`src/adc_serial_pkg.sv`:
```
// Summary of operation
// - Strap low: external clock, serial clock input
// - External mode: unformatted word, MSB first
// - Strap high: drive serial clock, quarter rate
// - Calibration selects sampled at strobe rise
// - Select B low: system calibration
// - Bipolar results coded offset binary
// - Strobe held over four cycles: reset, calibrate
// - Chip select low starts serial transfer
// - Ready low while valid; high four on load
// - Each result is one 20-bit serial word
package adc_serial_pkg;

   localparam int WORD_W = 20;
   localparam logic [4:0] LAST_BIT = 5'h13;
   localparam logic [2:0] LOAD_HIGH_CYC = 3'h4;
   localparam logic [2:0] CAL_HOLD_CYC = 3'h4;
   localparam logic [1:0] SCLK_DIV_START = 2'h1;
   localparam logic [1:0] SCLK_HIGH_PHASE = 2'h0;
   localparam logic [1:0] BUF_DEPTH = 2'h2;

   localparam logic [7:0] CTRL_ADDR = 8'h00;
   localparam logic [7:0] STATUS_ADDR = 8'h04;
   localparam logic [7:0] WORD_ADDR = 8'h08;
   localparam int CTRL_EN_BIT = 0;
   localparam logic CTRL_EN_RESET = 1'b1;

   typedef enum logic [1:0] {ST_IDLE, ST_LOAD, ST_READY, ST_SEND} xfer_e;

   typedef struct packed {
      logic mode_s1;
      logic mode_s2;
      logic cal_s1;
      logic cal_s2;
      logic cal_d;
      logic csn_s1;
      logic csn_s2;
      logic sck_s1;
      logic sck_s2;
      logic sck_d;
      logic sela_s1;
      logic sela_s2;
      logic selb_s1;
      logic selb_s2;
      logic pol_s1;
      logic pol_s2;
      logic [WORD_W-1:0] buf0;
      logic [WORD_W-1:0] buf1;
      logic [1:0] buf_cnt;
      logic in_ready;
      logic [WORD_W-1:0] shreg;
      logic [WORD_W-1:0] hold;
      logic [4:0] bit_cnt;
      xfer_e state;
      logic [2:0] load_cnt;
      logic [1:0] div;
      logic [2:0] cal_cnt;
      logic cal_rst;
      logic cal_go;
      logic cal_sys;
      logic cal_a;
      logic sdo;
      logic sdo_oe;
      logic sclk_o;
      logic sclk_oe;
      logic data_ready_n_n;
      logic ctrl_en;
      logic [31:0] rdata;
   } state_s;

endpackage

```
`src/adc_serial_ctrl.sv`:
```
// Implementation choices: strobed register access and the register addresses.
`timescale 1ns/10ps
module adc_serial_ctrl
   import adc_serial_pkg::*;
(
   input wire logic mclk, // Master clock, 20 MHz
   input wire logic rstn, // Async reset, active low
   input wire logic mode_strap, // Interface mode strap pin
   input wire logic cal_strobe, // Calibration strobe pin
   input wire logic cal_select_a, // Calibration select A pin
   input wire logic cal_select_b, // Calibration select B pin
   input wire logic polarity_select, // High selects bipolar
   input wire logic chip_select_n, // Chip select pin
   input wire logic sclk_in, // Serial clock from partner
   input wire logic sample_valid, // Core result valid
   input wire logic [WORD_W-1:0] sample_data, // Core result, two's complement
   output logic sample_ready, // Buffer can take a result
   output logic serial_data_out, // Serial data pin output
   output logic serial_data_oe, // Serial data pin enable
   output logic sclk_out, // Serial clock pin output
   output logic sclk_oe, // Serial clock pin enable
   output logic data_ready_n, // Word held, active low
   output logic cal_reset, // Converter held in reset
   output logic cal_start, // Calibration start pulse
   output logic cal_system, // Calibration is system type
   output logic cal_kind_a, // Select A seen at strobe rise
   input wire logic [7:0] reg_addr, // Register byte address
   input wire logic [31:0] reg_wdata, // Register write data
   input wire logic reg_wr, // Write strobe
   input wire logic reg_rd, // Read strobe
   output logic [31:0] reg_rdata // Read data, cycle after strobe
);

   state_s st_ff;
   state_s nxt_st;
   logic ext_mode;
   logic shift_evt;
   logic push;
   logic pop;
   logic [WORD_W-1:0] conv;

   // ----------------------------------------
   // Next state
   // ----------------------------------------
   always_comb
   begin
      nxt_st = st_ff;
      nxt_st.mode_s1 = mode_strap;
      nxt_st.mode_s2 = st_ff.mode_s1;
      nxt_st.cal_s1 = cal_strobe;
      nxt_st.cal_s2 = st_ff.cal_s1;
      nxt_st.cal_d = st_ff.cal_s2;
      nxt_st.csn_s1 = chip_select_n;
      nxt_st.csn_s2 = st_ff.csn_s1;
      nxt_st.sck_s1 = sclk_in;
      nxt_st.sck_s2 = st_ff.sck_s1;
      nxt_st.sck_d = st_ff.sck_s2;
      nxt_st.sela_s1 = cal_select_a;
      nxt_st.sela_s2 = st_ff.sela_s1;
      nxt_st.selb_s1 = cal_select_b;
      nxt_st.selb_s2 = st_ff.selb_s1;
      nxt_st.pol_s1 = polarity_select;
      nxt_st.pol_s2 = st_ff.pol_s1;
      nxt_st.cal_go = 1'b0;
      nxt_st.rdata = 32'h0;

      ext_mode = ~st_ff.mode_s2;
      // Data moves on the falling serial clock in both modes
      shift_evt = ext_mode ? (st_ff.sck_d & ~st_ff.sck_s2) : (st_ff.div == SCLK_HIGH_PHASE);
      conv = st_ff.pol_s2 ? {~sample_data[WORD_W-1], sample_data[WORD_W-2:0]} : sample_data;
      push = sample_valid & st_ff.in_ready;
      pop = 1'b0;

      // Calibration strobe
      if (st_ff.cal_s2 & ~st_ff.cal_d)
      begin
         nxt_st.cal_sys = ~st_ff.selb_s2;
         nxt_st.cal_a = st_ff.sela_s2;
      end
      if (st_ff.cal_s2)
      begin
         if (st_ff.cal_cnt != CAL_HOLD_CYC)
            nxt_st.cal_cnt = st_ff.cal_cnt + 3'h1;
         else
            nxt_st.cal_rst = 1'b1;
      end
      else
      begin
         nxt_st.cal_cnt = 3'h0;
         if (st_ff.cal_rst)
         begin
            nxt_st.cal_rst = 1'b0;
            nxt_st.cal_go = 1'b1;
         end
      end

      // Transfer sequence
      case (st_ff.state)
         ST_IDLE, ST_READY:
         begin
            if (st_ff.buf_cnt != 2'h0)
            begin
               pop = 1'b1;
               nxt_st.shreg = st_ff.buf0;
               nxt_st.hold = st_ff.buf0;
               nxt_st.load_cnt = 3'h1;
               nxt_st.state = ST_LOAD;
            end
            else if (st_ff.state == ST_READY && ~st_ff.csn_s2 && st_ff.ctrl_en)
            begin
               nxt_st.state = ST_SEND;
               nxt_st.bit_cnt = 5'h0;
               nxt_st.div = SCLK_DIV_START;
            end
         end
         ST_LOAD:
         begin
            // Chip select is ignored while a fresh word settles
            if (st_ff.load_cnt == LOAD_HIGH_CYC)
               nxt_st.state = ST_READY;
            else
               nxt_st.load_cnt = st_ff.load_cnt + 3'h1;
         end
         ST_SEND:
         begin
            if (!ext_mode)
               nxt_st.div = st_ff.div + 2'h1;
            if (shift_evt)
            begin
               if (st_ff.bit_cnt == LAST_BIT)
                  nxt_st.state = ST_IDLE;
               else if (st_ff.csn_s2)
               begin
                  // Deselect mid-word: finish the bit, keep the word for a retry
                  nxt_st.state = ST_READY;
                  nxt_st.shreg = st_ff.hold;
               end
               else
               begin
                  nxt_st.shreg = {st_ff.shreg[WORD_W-2:0], 1'b0};
                  nxt_st.bit_cnt = st_ff.bit_cnt + 5'h1;
               end
            end
         end
         default:
            nxt_st.state = ST_IDLE;
      endcase

      // Two-entry buffer
      if (pop)
      begin
         nxt_st.buf0 = st_ff.buf1;
         nxt_st.buf_cnt = st_ff.buf_cnt - 2'h1;
      end
      if (push)
      begin
         if (nxt_st.buf_cnt == 2'h0)
            nxt_st.buf0 = conv;
         else
            nxt_st.buf1 = conv;
         nxt_st.buf_cnt = nxt_st.buf_cnt + 2'h1;
      end

      // Calibration reset flushes every held word
      if (nxt_st.cal_rst)
      begin
         nxt_st.buf_cnt = 2'h0;
         nxt_st.state = ST_IDLE;
      end

      nxt_st.in_ready = (nxt_st.buf_cnt != BUF_DEPTH);
      nxt_st.sdo_oe = (nxt_st.state == ST_SEND);
      nxt_st.sdo = nxt_st.shreg[WORD_W-1];
      nxt_st.sclk_oe = (nxt_st.state == ST_SEND) & ~ext_mode;
      nxt_st.sclk_o = nxt_st.sclk_oe & (nxt_st.div == SCLK_HIGH_PHASE);
      nxt_st.data_ready_n_n = ~(nxt_st.state == ST_READY || nxt_st.state == ST_SEND);

      // Register port
      if (reg_wr && reg_addr == CTRL_ADDR)
         nxt_st.ctrl_en = reg_wdata[CTRL_EN_BIT];
      if (reg_rd)
      begin
         if (reg_addr == CTRL_ADDR)
            nxt_st.rdata = {31'h0, st_ff.ctrl_en};
         else if (reg_addr == STATUS_ADDR)
            nxt_st.rdata = {23'h0, st_ff.state, st_ff.buf_cnt, st_ff.pol_s2,
                            st_ff.cal_a, st_ff.cal_sys, st_ff.cal_rst, ext_mode};
         else if (reg_addr == WORD_ADDR)
            nxt_st.rdata = {12'h0, st_ff.hold};
         else
            nxt_st.rdata = 32'h0;
      end
   end

   always_ff @(posedge mclk or negedge rstn)
   begin
      if (!rstn)
      begin
         st_ff <= '0;
         st_ff.state <= ST_IDLE;
         st_ff.ctrl_en <= CTRL_EN_RESET;
         st_ff.data_ready_n_n <= 1'b1;
         st_ff.csn_s1 <= 1'b1;
         st_ff.csn_s2 <= 1'b1;
         st_ff.cal_sys <= 1'b0;
      end
      else
         st_ff <= nxt_st;
   end

   assign sample_ready = st_ff.in_ready;
   assign serial_data_out = st_ff.sdo;
   assign serial_data_oe = st_ff.sdo_oe;
   assign sclk_out = st_ff.sclk_o;
   assign sclk_oe = st_ff.sclk_oe;
   assign data_ready_n = st_ff.data_ready_n_n;
   assign cal_reset = st_ff.cal_rst;
   assign cal_start = st_ff.cal_go;
   assign cal_system = st_ff.cal_sys;
   assign cal_kind_a = st_ff.cal_a;
   assign reg_rdata = st_ff.rdata;
endmodule

```
`config.mk`:
```
export PLATFORM = sky130hd
export DESIGN_NAME = adc_serial_ctrl
export DESIGN_NICKNAME = d
export VERILOG_FILES = /design/src/adc_serial_pkg.sv /design/src/adc_serial_ctrl.sv
export SDC_FILE = /design/constraint.sdc
export NUM_CORES = 1
export LEC_CHECK = 0
export ABC_AREA = 1
export BUFFER_PORTS_ARGS = -buffer_cell sky130_fd_sc_hd__buf_4
export CAP_MARGIN = 20
export CELL_PAD_IN_SITES_DETAIL_PLACEMENT = 1
export CELL_PAD_IN_SITES_GLOBAL_PLACEMENT = 1
export CORE_MARGIN = 8
export CORE_UTILIZATION = 27
export DETAILED_ROUTE_END_ITERATION = 8
export PLACE_DENSITY_LB_ADDON = 0.08
export SYNTH_ARGS = -nofsm -noshare
export SYNTH_HDL_FRONTEND = slang
export SYNTH_SLANG_ARGS = --single-unit
```
`constraint.sdc`:
```
create_clock -name mclk -period 5.7 [get_ports mclk]
set_clock_uncertainty 0.2 [all_clocks]
set_input_delay 0.57 -clock mclk [delete_from_list [all_inputs] [get_ports mclk]]
set_output_delay 0.57 -clock mclk [all_outputs]
set_load 0.02 [all_outputs]
```
After elaboration in Yosys (flattened, before gate mapping)
Cells that the tools add are included.

Register bits after elaboration: 155. Output and inout bits: 42. Word-level logic and storage cells: 137.

$add $sub $neg: 6. Equality and inequality tests: 19. Muxes and demuxes: 43. Bitwise gates (word level): 13. Reductions and logical operators: 18.

Operators by type and width (number): $mux 20 (11); $mux 42 (1); $mux 40 (1); $pmux 20 s2 (1); $mux 2 (10); $ne 2x2->1 const B (8); $mux 5 (3); $mux 7 (2); $pmux 5 s2 (1); $mux 3 (3); $eq 2x2->1 const B (4); $eq 8x3->1 const B (1); $eq 8x4->1 const B (1); $logic_not 2->1 (4); $logic_not 8->1 (1); $not 1->1 (8); $add 3x1->3 const B (2); $mux 1 (6); $pmux 2 s3 (1); $pmux 3 s2 (1); $reduce_and 6->1 (1); $reduce_bool 2->1 (3); $add 5x1->5 const B (1); $and 1x1->1 (5); 15 further kinds (19).

Longest topological paths before layout
Gate-level depths: netlist of run 1.

Depth in word-level cells: 10. Gate-level depth with buffers: 12. Gate-level depth less buffers: 11.

Worst setup path after synthesis of run 1
OpenSTA, ideal clock, no wires.

Kind: reg2reg. Start point: reg st_ff[98] (netlist name). End point: reg st_ff[132] (netlist name). Setup time: 0.130 ns. Arrival: 1.756 ns. Slack: 3.614 ns. Cell stages (with the launch flop): 12. Path buffers: 1. Path through: dfrtp_1 -> inv_1 -> ha_1 -> nor2_4 -> xor2_1 -> ha_1 -> nand2_1 -> inv_2 -> buf_2 -> a21oi_1 -> o21ai_1 -> o21ai_0.

RTL lines: start, declared (line adc_serial_ctrl.sv:34) `state_s st_ff;`; start signal, assigned (line adc_serial_ctrl.sv:208) `st_ff <= nxt_st;`.

==> impl_metrics.tcl, run 1 <==
set metrics [dict create \
    synth_flop_cell "dfrtp_1" \
    cts_resized 0 \
    p_comb_share_pct 34.7 \
    design_area_mm2 0.00786 \
    numCtsBuffers 17 \
    final_util_pct 32.5 \
    die_area_mm2 0.0298 \
    pwr_density_cell_mw_per_mm2 535 \
    grtUsageTotal_pct 12.7 \
    cts.clk_slew.worst_paths_ps 60 \
    fin_ws_ps 2490 \
    worstMarginPinSlew_ps 852 \
    cp-end-kind "register" \
    ys_top_cells_by_area "dfrtp_1, nand2_1, o21ai_0" \
    slew_headroom_pct 43.0 \
    synth_edf_count 0 \
    worstPathArrival_ps 3340 \
    syn_area_per_cell_um2 8.84 \
    root_buffer "clkbuf_16" \
    intPower_mw 2.61 \
    cts_tree "done" \
    startpoint_type "register" \
    min_period_ps 3210 \
    totalWireLength_mm 17.8 \
    core_mm2 0.0242 \
    finalHoldViolations 0 \
    io_pins 114 \
    hold_class "primary input to register" \
    crit_type "register to register" \
    drc_errors 0 \
    initial_core_util_pct 27.4 \
    drv_cap 0 \
    area_growth_pct 18.6 \
    final_cells 1127 \
    ys_seq_elements 143 \
    fillerInstances 2872 \
    clockBufferDepth 2 \
    diodes 0 \
    grt_pass1_vias 5552 \
    cp.required_ps 5840 \
    status "complete, no violations" \
    drt-initial-drc-count 206 \
    placementRows 57 \
    netSwitchingFraction_pct 37.9 \
    synth_warnings 0 \
    finalSetupTns_ps 0 \
    h-tree-depth 4 \
    place_ws_ps 2160 \
    die_y_um 173 \
    yosys.cell_types.count 36 \
    synth_area_mm2 0.00662 \
    vias 5019 \
    portBuffers 70 \
    peakVddDrop_mv 0.181 \
    gr-total-overflow 0 \
    p_leak_nw 3.84 \
    ant_nets 0 \
    place.gp.congestion 0.739 \
    netlist.area_leader.share_pct 52.5 \
    pwr-share-seq_pct 36.5 \
    async_reset_ff_share_pct 100 \
    grt_max_degree 71 \
    synthCells 749 \
    clk_latency_ps 420 \
    cts_sinks 143 \
    clockPowerShare_pct 28.7 \
    clock.fmax_mhz 312 \
    slew_violations 0 \
    place_area_mm2 0.00719 \
    wire_per_inst_um 15.8 \
    grt_pass1_wl_mm 30.4 \
    setup_viol 0 \
    finalCritPeriodShare_pct 56.3 \
    synth_largest_area_cell "dfrtp_1" \
    rsz0062_at_grt "no" \
    cp_max_fo 32 \
    vias_per_cell 4.45 \
    ys_seq_area_share_pct 54.1 \
    die_x_um 173 \
    grt_antenna_before_repair 0 \
    final_layout_size_suffix_gt1_share_pct 17.3 \
    synth.most_common_cell "nand2_1" \
    hpwl_mm 11.9 \
    dp_cells 1094 \
    p_switching_mw 1.59 \
    firstDrtPassIters 4 \
    layout.nets 871 \
    synth_common_cells "nand2_1, dfrtp_1, inv_1" \
]
==> per-layer routing <==
layer  up-vias  GRT usage, %  wire, um
li1       2442             -         -
met1      2494          16.3      8450
met2        64          20.9      8650
met3        19          2.20       446
met4         0          4.60       256
met5         -             0         0
==> area by class of cell <==
class	count	area, um2	share of cell area (%)
multi-input cells	441	2210	28.1
clock inverters	10	160	2.04
clock buffers	21	470	5.99
flip-flops and latches	143	3580	45.6
inverters	111	422	5.37
repair buffers	77	604	7.69
well taps	324	405	5.16
==> worst paths after layout <==
check | slack (ps) | start | to | cells past startpoint
min | 50 | cal_select_b | nxt_st[142]$_DFF_PN0_ | 1
min reg2reg | 150 | nxt_st[152]$_DFF_PN0_ | nxt_st[151]$_DFF_PN0_ | 0
min in group asynchronous | 520 | rstn | st_ff[51]$_DFF_PN0_ | 2
max | 2490 | st_ff[98]$_DFF_PN0_ | st_ff[133]$_DFF_PN0_ | 12
max reg2reg | 2490 | st_ff[98]$_DFF_PN0_ | st_ff[133]$_DFF_PN0_ | 12
max in group asynchronous | 3720 | rstn | st_ff[32]$_DFFE_PN1P_ | 3
==> through the flow <==
stage	power [mW]	hold WS [ps]
final	4.20	52.2
after floorplan	2.62	74.4
after global routing	4.57	35.5
after detailed placement	3.02	137
after global placement	2.96	135
after CTS	4.26	31.7
==> flip-flops by register name, indices dropped and copies added, names as in the netlist <==
register / cells
cal_start: 1
nxt_st: 9
serial_data_oe: 1
cal_kind_a: 1
st_ff: 105
cal_system: 1
sclk_out: 1
reg_rdata: 20
data_ready_n: 1
sclk_oe: 1
sample_ready: 1
cal_reset: 1
==> critical path, cell delays in order (launching register included) <==
cell,delay [ps]
dfrtp_1,340
inv_1,70
ha_1,200
buf_4,230
nor2_4,630
xor2_1,210
ha_1,280
nand2_1,70
buf_4,280
inv_2,230
a21oi_1,160
o21ai_1,80
o21ai_0,100
==> layout by cell type, fill, tap and decap left out, types with 2 or more instances in the layout <==
cell / instances
a21oi_1: 44
buf_4: 74
bufinv_16: 4
clkbuf_16: 17
clkbuf_8: 3
clkinv_2: 3
clkinv_4: 3
conb_1: 12
dfrtp_1: 139
dfstp_2: 4
ha_1: 8
inv_1: 104
inv_2: 6
nand2_1: 143
nand2_2: 2
nand3_1: 21
nor2_1: 31
nor2_4: 3
nor3_1: 11
o211ai_1: 5
o21ai_0: 101
o21ai_1: 15
o21ai_2: 11
o31ai_1: 19
xnor2_1: 2
xor2_1: 3
==> what timing repair did <==
action | CTS | global route
buffers inserted | 0 | 0
endpoints found under the hold margin | 2 | 0
hold buffers | 1 | 0
==> power groups by stage <==
stage	logic [mW]	clock network (mW)	registers, mW
after floorplan	1.11	0	1.52
after global placement	1.42	0	1.55
after detailed placement	1.46	0	1.56
after CTS	1.48	1.24	1.54
after global routing	1.71	1.28	1.58
final	1.46	1.21	1.53
==> cells by family after synthesis <==
| family | synth area share, % |
|---|---|
| AOI/OAI and AO/OA | 16.6 |
| xor gates and xnor gates | 0.661 |
| adders and majority gates | 1.51 |
| buffers and inverters | 13.1 |
| DFF | 54.1 |
| muxes | 0.170 |
| other | 0.0566 |
| and+or+nand+nor | 13.7 |
(Power assumes the default switching activity.)
==> inputs of run 2 (changes only) <==
==> constraint.sdc (replaced) <==
create_clock -name mclk -period 3.25 [get_ports mclk]
set_clock_uncertainty 0.2 [all_clocks]
set_input_delay 0.325 -clock mclk [delete_from_list [all_inputs] [get_ports mclk]]
set_output_delay 0.325 -clock mclk [all_outputs]
set_load 0.02 [all_outputs]
==> run 2 against run 1 <==
Non-clock buffer count increased by 31. Global-route usage decreased by 0.17 points. Cell area increased by 3.9%. Sequential share of layout area decreased by 1.7 points. Die area unchanged. Critical endpoint is now st_ff[138]$_DFF_PN0_. Largest cell class unchanged. Largest power group unchanged. Highest routed layer unchanged.
==> impl_metrics.tcl, run 2 (synthesized netlist as in run 1, its figures left out) <==
set metrics [dict create \
    die_y_um 173 \
    cts_sinks 143 \
    largest_reg_flops 105 \
    totalWireLength_mm 18.0 \
    finalSetupTns_ps 0 \
    worstPathArrival_ps 2360 \
    finalHoldViolations 0 \
    final_common_cell "nand2_1" \
    rsz0062_at_grt "no" \
    portBuffers 70 \
    crit_type "register to register" \
    power_mw 7.46 \
    numCtsBuffers 17 \
    final_layout_size_suffix_gt1_share_pct 17.1 \
    clockBufferDepth 2 \
    wire_per_inst_um 15.5 \
    firstDrtPassIters 4 \
    grt_antenna_before_repair 0 \
    diodes 0 \
    peakVddDrop_mv 0.384 \
    min_period_ps 2270 \
    initial_core_util_pct 27.4 \
    drc_errors 0 \
    cp.required_ps 3340 \
    worstMarginPinSlew_ps 636 \
    cts.clk_slew.worst_paths_ps 70 \
    multi_input_area_mm2 0.00221 \
    pwr_density_cell_mw_per_mm2 914 \
    drt-initial-drc-count 202 \
    hold_class "primary input to register" \
    hpwl_mm 12.2 \
    final_cells 1159 \
    grt_max_degree 62 \
    p_leak_nw 3.98 \
    h-tree-depth 4 \
    cp-end-kind "register" \
    placementRows 57 \
    grtUsageTotal_pct 12.5 \
    cts_resized 0 \
    io_pins 114 \
    grt_pass1_vias 5703 \
    finalCritPeriodShare_pct 69.8 \
    area_growth_pct 23.3 \
    cts_tree "done" \
    drv_cap 0 \
    die_area_mm2 0.0298 \
    slew_violations 0 \
    layout.nets 902 \
    vias 5072 \
    postCtsSetupRepairBufs 0 \
    gr-total-overflow 0 \
    largest_register "st_ff" \
    place.gp.congestion 0.757 \
    seq_area_mm2 0.00358 \
    postCtsHoldBufs 28 \
    ant_nets 0 \
    clock.fmax_mhz 441 \
    die_x_um 173 \
    fillerInstances 2819 \
    setup_viol 0 \
    startpoint_type "register" \
    core_mm2 0.0242 \
    status "complete, no violations" \
    slew_headroom_pct 57.5 \
    clk_latency_ps 420 \
    root_buffer "clkbuf_16" \
    dp_cells 1099 \
    grt_pass1_wl_mm 30.1 \
    final_cell_mix "nand2_1, dfrtp_1, inv_1, o21ai_0, buf_4" \
    cp_max_fo 17 \
    vias_per_cell 4.38 \
]
[run 2: worst paths after layout]
kind                                  startpoint                  endpoint  slack, ps  depth (start not counted)
setup / recovery             st_ff[98]$_DFF_PN0_      st_ff[138]$_DFF_PN0_        980                         10
hold / removal                   sample_data[19]    st_ff[119]$_DFFE_PN0P_         20                          4
setup reg to reg             st_ff[98]$_DFF_PN0_      st_ff[138]$_DFF_PN0_        980                         10
hold reg to reg            nxt_st[152]$_DFF_PN0_     nxt_st[151]$_DFF_PN0_        150                          0
max in group asynchronous                   rstn     st_ff[75]$_DFFE_PN0P_       1850                          3
min in group asynchronous                   rstn  serial_data_oe$_DFF_PN0_        260                          2
[run 2: routing by layer]
layer / track usage, % / wire length (um) / vias to the layer above
met5: 0 / 0 / -
met4: 3.84 / 212 / 0
met3: 2.57 / 474 / 17
met2: 21.2 / 8840 / 69
met1: 15.7 / 8440 / 2490
li1: - / - / 2496
[run 2: through the flow]
stage,utilization (%),hold WS [ps],instance area [um2],setup WS [ps]
after floorplan,-,-171,6660,1160
after global placement,29.9,133,7240,960
after detailed placement,29.9,136,7240,955
after CTS,33.8,7.45,8160,915
after global routing,33.8,36.2,8160,719
final,33.8,16.0,8160,981
[run 2: cell type report]
class	count	share of cell area, %
Clock buffer	19	5.30
Clock inverter	13	2.59
Inverter	111	5.17
Multi-Input combinational cell	441	27.1
Sequential cell	143	43.9
Tap cell	324	4.97
Timing Repair Buffer	108	11.0
[run 2: worst max-delay path, stage by stage (launching register included)]
cell,delay [ps]
dfrtp_1,340
inv_1,70
ha_1,230
nor2_4,190
xor2_1,250
ha_1,210
nand2_1,90
inv_2,280
a21oi_1,70
o21ai_1,100
o21ai_0,90
[run 2: where the power goes]
group	switching, mW	internal [mW]	total (mW)
clock	0.798	1.37	2.16
combinational	1.72	0.872	2.59
sequential	0.317	2.38	2.70
total	2.83	4.62	7.46
==> inputs of run 3 (changes only) <==
--- a/config.mk
+++ b/config.mk
@@ -5,7 +5,7 @@
 export SDC_FILE = /design/constraint.sdc
 export NUM_CORES = 1
 export LEC_CHECK = 0
-export ABC_AREA = 1
+export ABC_AREA = 0
 export BUFFER_PORTS_ARGS = -buffer_cell sky130_fd_sc_hd__buf_4
 export CAP_MARGIN = 20
 export CELL_PAD_IN_SITES_DETAIL_PLACEMENT = 1
==> constraint.sdc (replaced) <==
create_clock -name mclk -period 2.05 [get_ports mclk]
set_clock_uncertainty 0.2 [all_clocks]
set_input_delay 0.205 -clock mclk [delete_from_list [all_inputs] [get_ports mclk]]
set_output_delay 0.205 -clock mclk [all_outputs]
set_load 0.02 [all_outputs]
==> run 3 against run 2 <==
The flow now finishes with violations (setup timing). Cell count down 14%. Setup slack worse by 1200 ps. Sequential power up 70%. Die area down 2.5%. Largest cell class unchanged. Largest power group is now combinational logic. Highest routed layer unchanged.
==> impl_metrics.tcl, run 3 <==
set metrics [dict create \
    final_cell_mix "dfrtp_1, buf_4, mux2i_1, mux2_4, dlygate4sd3_1" \
    final_layout_size_suffix_gt1_share_pct 38.3 \
    syn_area_per_cell_um2 12.0 \
    status "complete, but fails checks" \
    violations "setup timing" \
    cts.clk_slew.worst_paths_ps 70 \
    r2r_setup_slack_ps -210 \
    ys_top_cells_by_area "dfrtp_1, mux2_2, mux2i_1" \
    startpoint_type "register" \
    fillerInstances 2536 \
    synthCells 537 \
    min_period_ps 2260 \
    numCtsBuffers 17 \
    synth.most_common_cell "dfrtp_1" \
    drc_errors 0 \
    clockBufferDepth 2 \
    multi_input_area_mm2 0.00283 \
    finalCritPeriodShare_pct 110 \
    top_usage_layer "met2" \
    fin_ws_ps -207 \
    cp_max_fo 7 \
    yosys.cell_types.count 46 \
    p_leak_nw 4.02 \
    crit_type "register to register" \
    gr-total-overflow 0 \
    die_y_um 170 \
    io_pins 114 \
    grt_antenna_before_repair 0 \
    power_mw 13.4 \
    slew_violations 0 \
    cts_tree "done" \
    r2r_cells 8 \
    initial_core_util_pct 27.4 \
    timing.rr.end "st_ff[114]$_DFFE_PN0P_" \
    drv_cap 0 \
    die_x_um 170 \
    cp-end-kind "register" \
    grt.met1_usage_pct 15.7 \
    synth_common_cells "dfrtp_1, mux2i_1, o21ai_0" \
    core_mm2 0.0235 \
    cp.required_ps 2160 \
    grt_pass1_wl_mm 28.0 \
    ys_seq_elements 143 \
    rsz0062_at_grt "yes" \
    use_met3_pct 3.04 \
    synth_largest_area_cell "dfrtp_1" \
    grt_pass1_vias 5010 \
    final_common_cell "dfrtp_1" \
    area_growth_pct 37.7 \
    h-tree-depth 4 \
    placementRows 56 \
    synth_area_mm2 0.00644 \
    netlist.area_leader.share_pct 54.0 \
    finalHoldViolations 0 \
    diodes 0 \
    hpwl_mm 11.2 \
    die_area_mm2 0.0290 \
    portBuffers 70 \
    ys_seq_area_share_pct 55.7 \
    place.gp.congestion 0.691 \
    cts_sinks 143 \
    worstPathArrival_ps 2360 \
    synth_warnings 0 \
    layout.nets 741 \
    worstReg2RegStart "st_ff[99]$_DFF_PN0_" \
    largest_register "st_ff" \
    grtUsageMet2_pct 21.1 \
    place_ws_ps -253 \
    root_buffer "clkbuf_16" \
    clock.fmax_mhz 443 \
    firstDrtPassIters 4 \
    peakVddDrop_mv 0.593 \
    setup_viol 47 \
    synth_flop_cell "dfrtp_1" \
    worst_hold_slack_ps 72.7 \
    async_reset_ff_share_pct 100 \
    pwr_density_cell_mw_per_mm2 1510 \
    drt-initial-drc-count 128 \
    wire_per_inst_um 17.8 \
    synth_edf_count 0 \
    seq_area_mm2 0.00359 \
    hold_class "primary input to async pin" \
    largest_reg_flops 105 \
    grtUsageTotal_pct 12.5 \
    ant_nets 0 \
    vias_per_cell 4.39 \
    clk_latency_ps 420 \
    vias 4359 \
    grt_max_degree 45 \
    totalWireLength_mm 17.6 \
]
-- run 3: power breakdown --
part	internal [mW]	switching, mW	total (mW)
registers	3.85	0.750	4.60
logic	3.23	2.50	5.74
clock network	1.72	1.32	3.04
-- run 3: worst max-delay path by stage --
stage | start | end | cells past startpoint | slack, ps
after floorplan | st_ff[99]$_DFF_PN0_ | st_ff[100]$_DFFE_PN0P_ | 10 | -210
after global placement | st_ff[98]$_DFF_PN0_ | st_ff[103]$_DFFE_PN0P_ | 8 | -200
after detailed placement | st_ff[99]$_DFF_PN0_ | st_ff[109]$_DFFE_PN0P_ | 8 | -250
after CTS | st_ff[99]$_DFF_PN0_ | st_ff[113]$_DFFE_PN0P_ | 8 | -230
after global routing | st_ff[98]$_DFF_PN0_ | st_ff[109]$_DFFE_PN0P_ | 8 | -290
final | st_ff[99]$_DFF_PN0_ | st_ff[114]$_DFFE_PN0P_ | 8 | -210
-- run 3: what timing repair did --
action | 4_1_cts | 5_1_grt
setup endpoints to repair | 71 | 70
resized for setup | 61 | 43
pin swaps | 1 | 11
cloned | 2 | 2
hold endpoints to repair | 189 | 0
setup buffers | 6 | 3
hold buffers | 33 | 0
-- run 3: final cells by class --
type                       count  share of cell area [%]
inverter                      12                   0.508
tap                          319                    4.50
clock buffer                  18                    4.95
multi-input combinational    333                    31.9
timing repair buffer         154                    16.2
clock inverter                14                    1.51
sequential                   143                    40.4
-- run 3: worst max-delay path, cell delays in order, from the launching register on --
cell and delay, ps:
dfrtp_1 360, inv_2 50, ha_4 250, or3b_4 380, o21ai_2 70, ha_2 190
or2_4 170, clkbuf_16 180, mux2_4 300
-- run 3: stage by stage --
stage / setup TNS, ps / util (%) / area (um2) / std cells
CTS: -7400 / 37.0 / 8690 / 991
finish: -6360 / 37.8 / 8870 / 993
global placement: -10390 / 31.8 / 7470 / 918
global route: -11070 / 37.8 / 8870 / 993
floorplan: -5970 / - / 6580 / 548
detailed placement: -12570 / 31.8 / 7470 / 918
-- run 3: metal layers --
metal  vias up  share of wire [%]  wire [um]
li1       2069                  -          -
met1      2222                 46       8080
met2        55                 50       8860
met3        13                3.1        543
met4         0               0.88        155
met5         -                  0          0
-- run 3: kinds of logic (layout without fill, tap and decap cells) --
kind of cell    count (synthesis)  in the layout  synth area share [%]
flops                         143            143                  55.7
simple gates                  129            129                  11.3
mux                           108            108                  18.0
buf+inv                        72            198                  6.41
compound gates                 71             71                  6.30
fa+ha+maj                       8              8                  1.55
xor+xnor                        5              5                 0.680
other cells                     1             12                0.0582
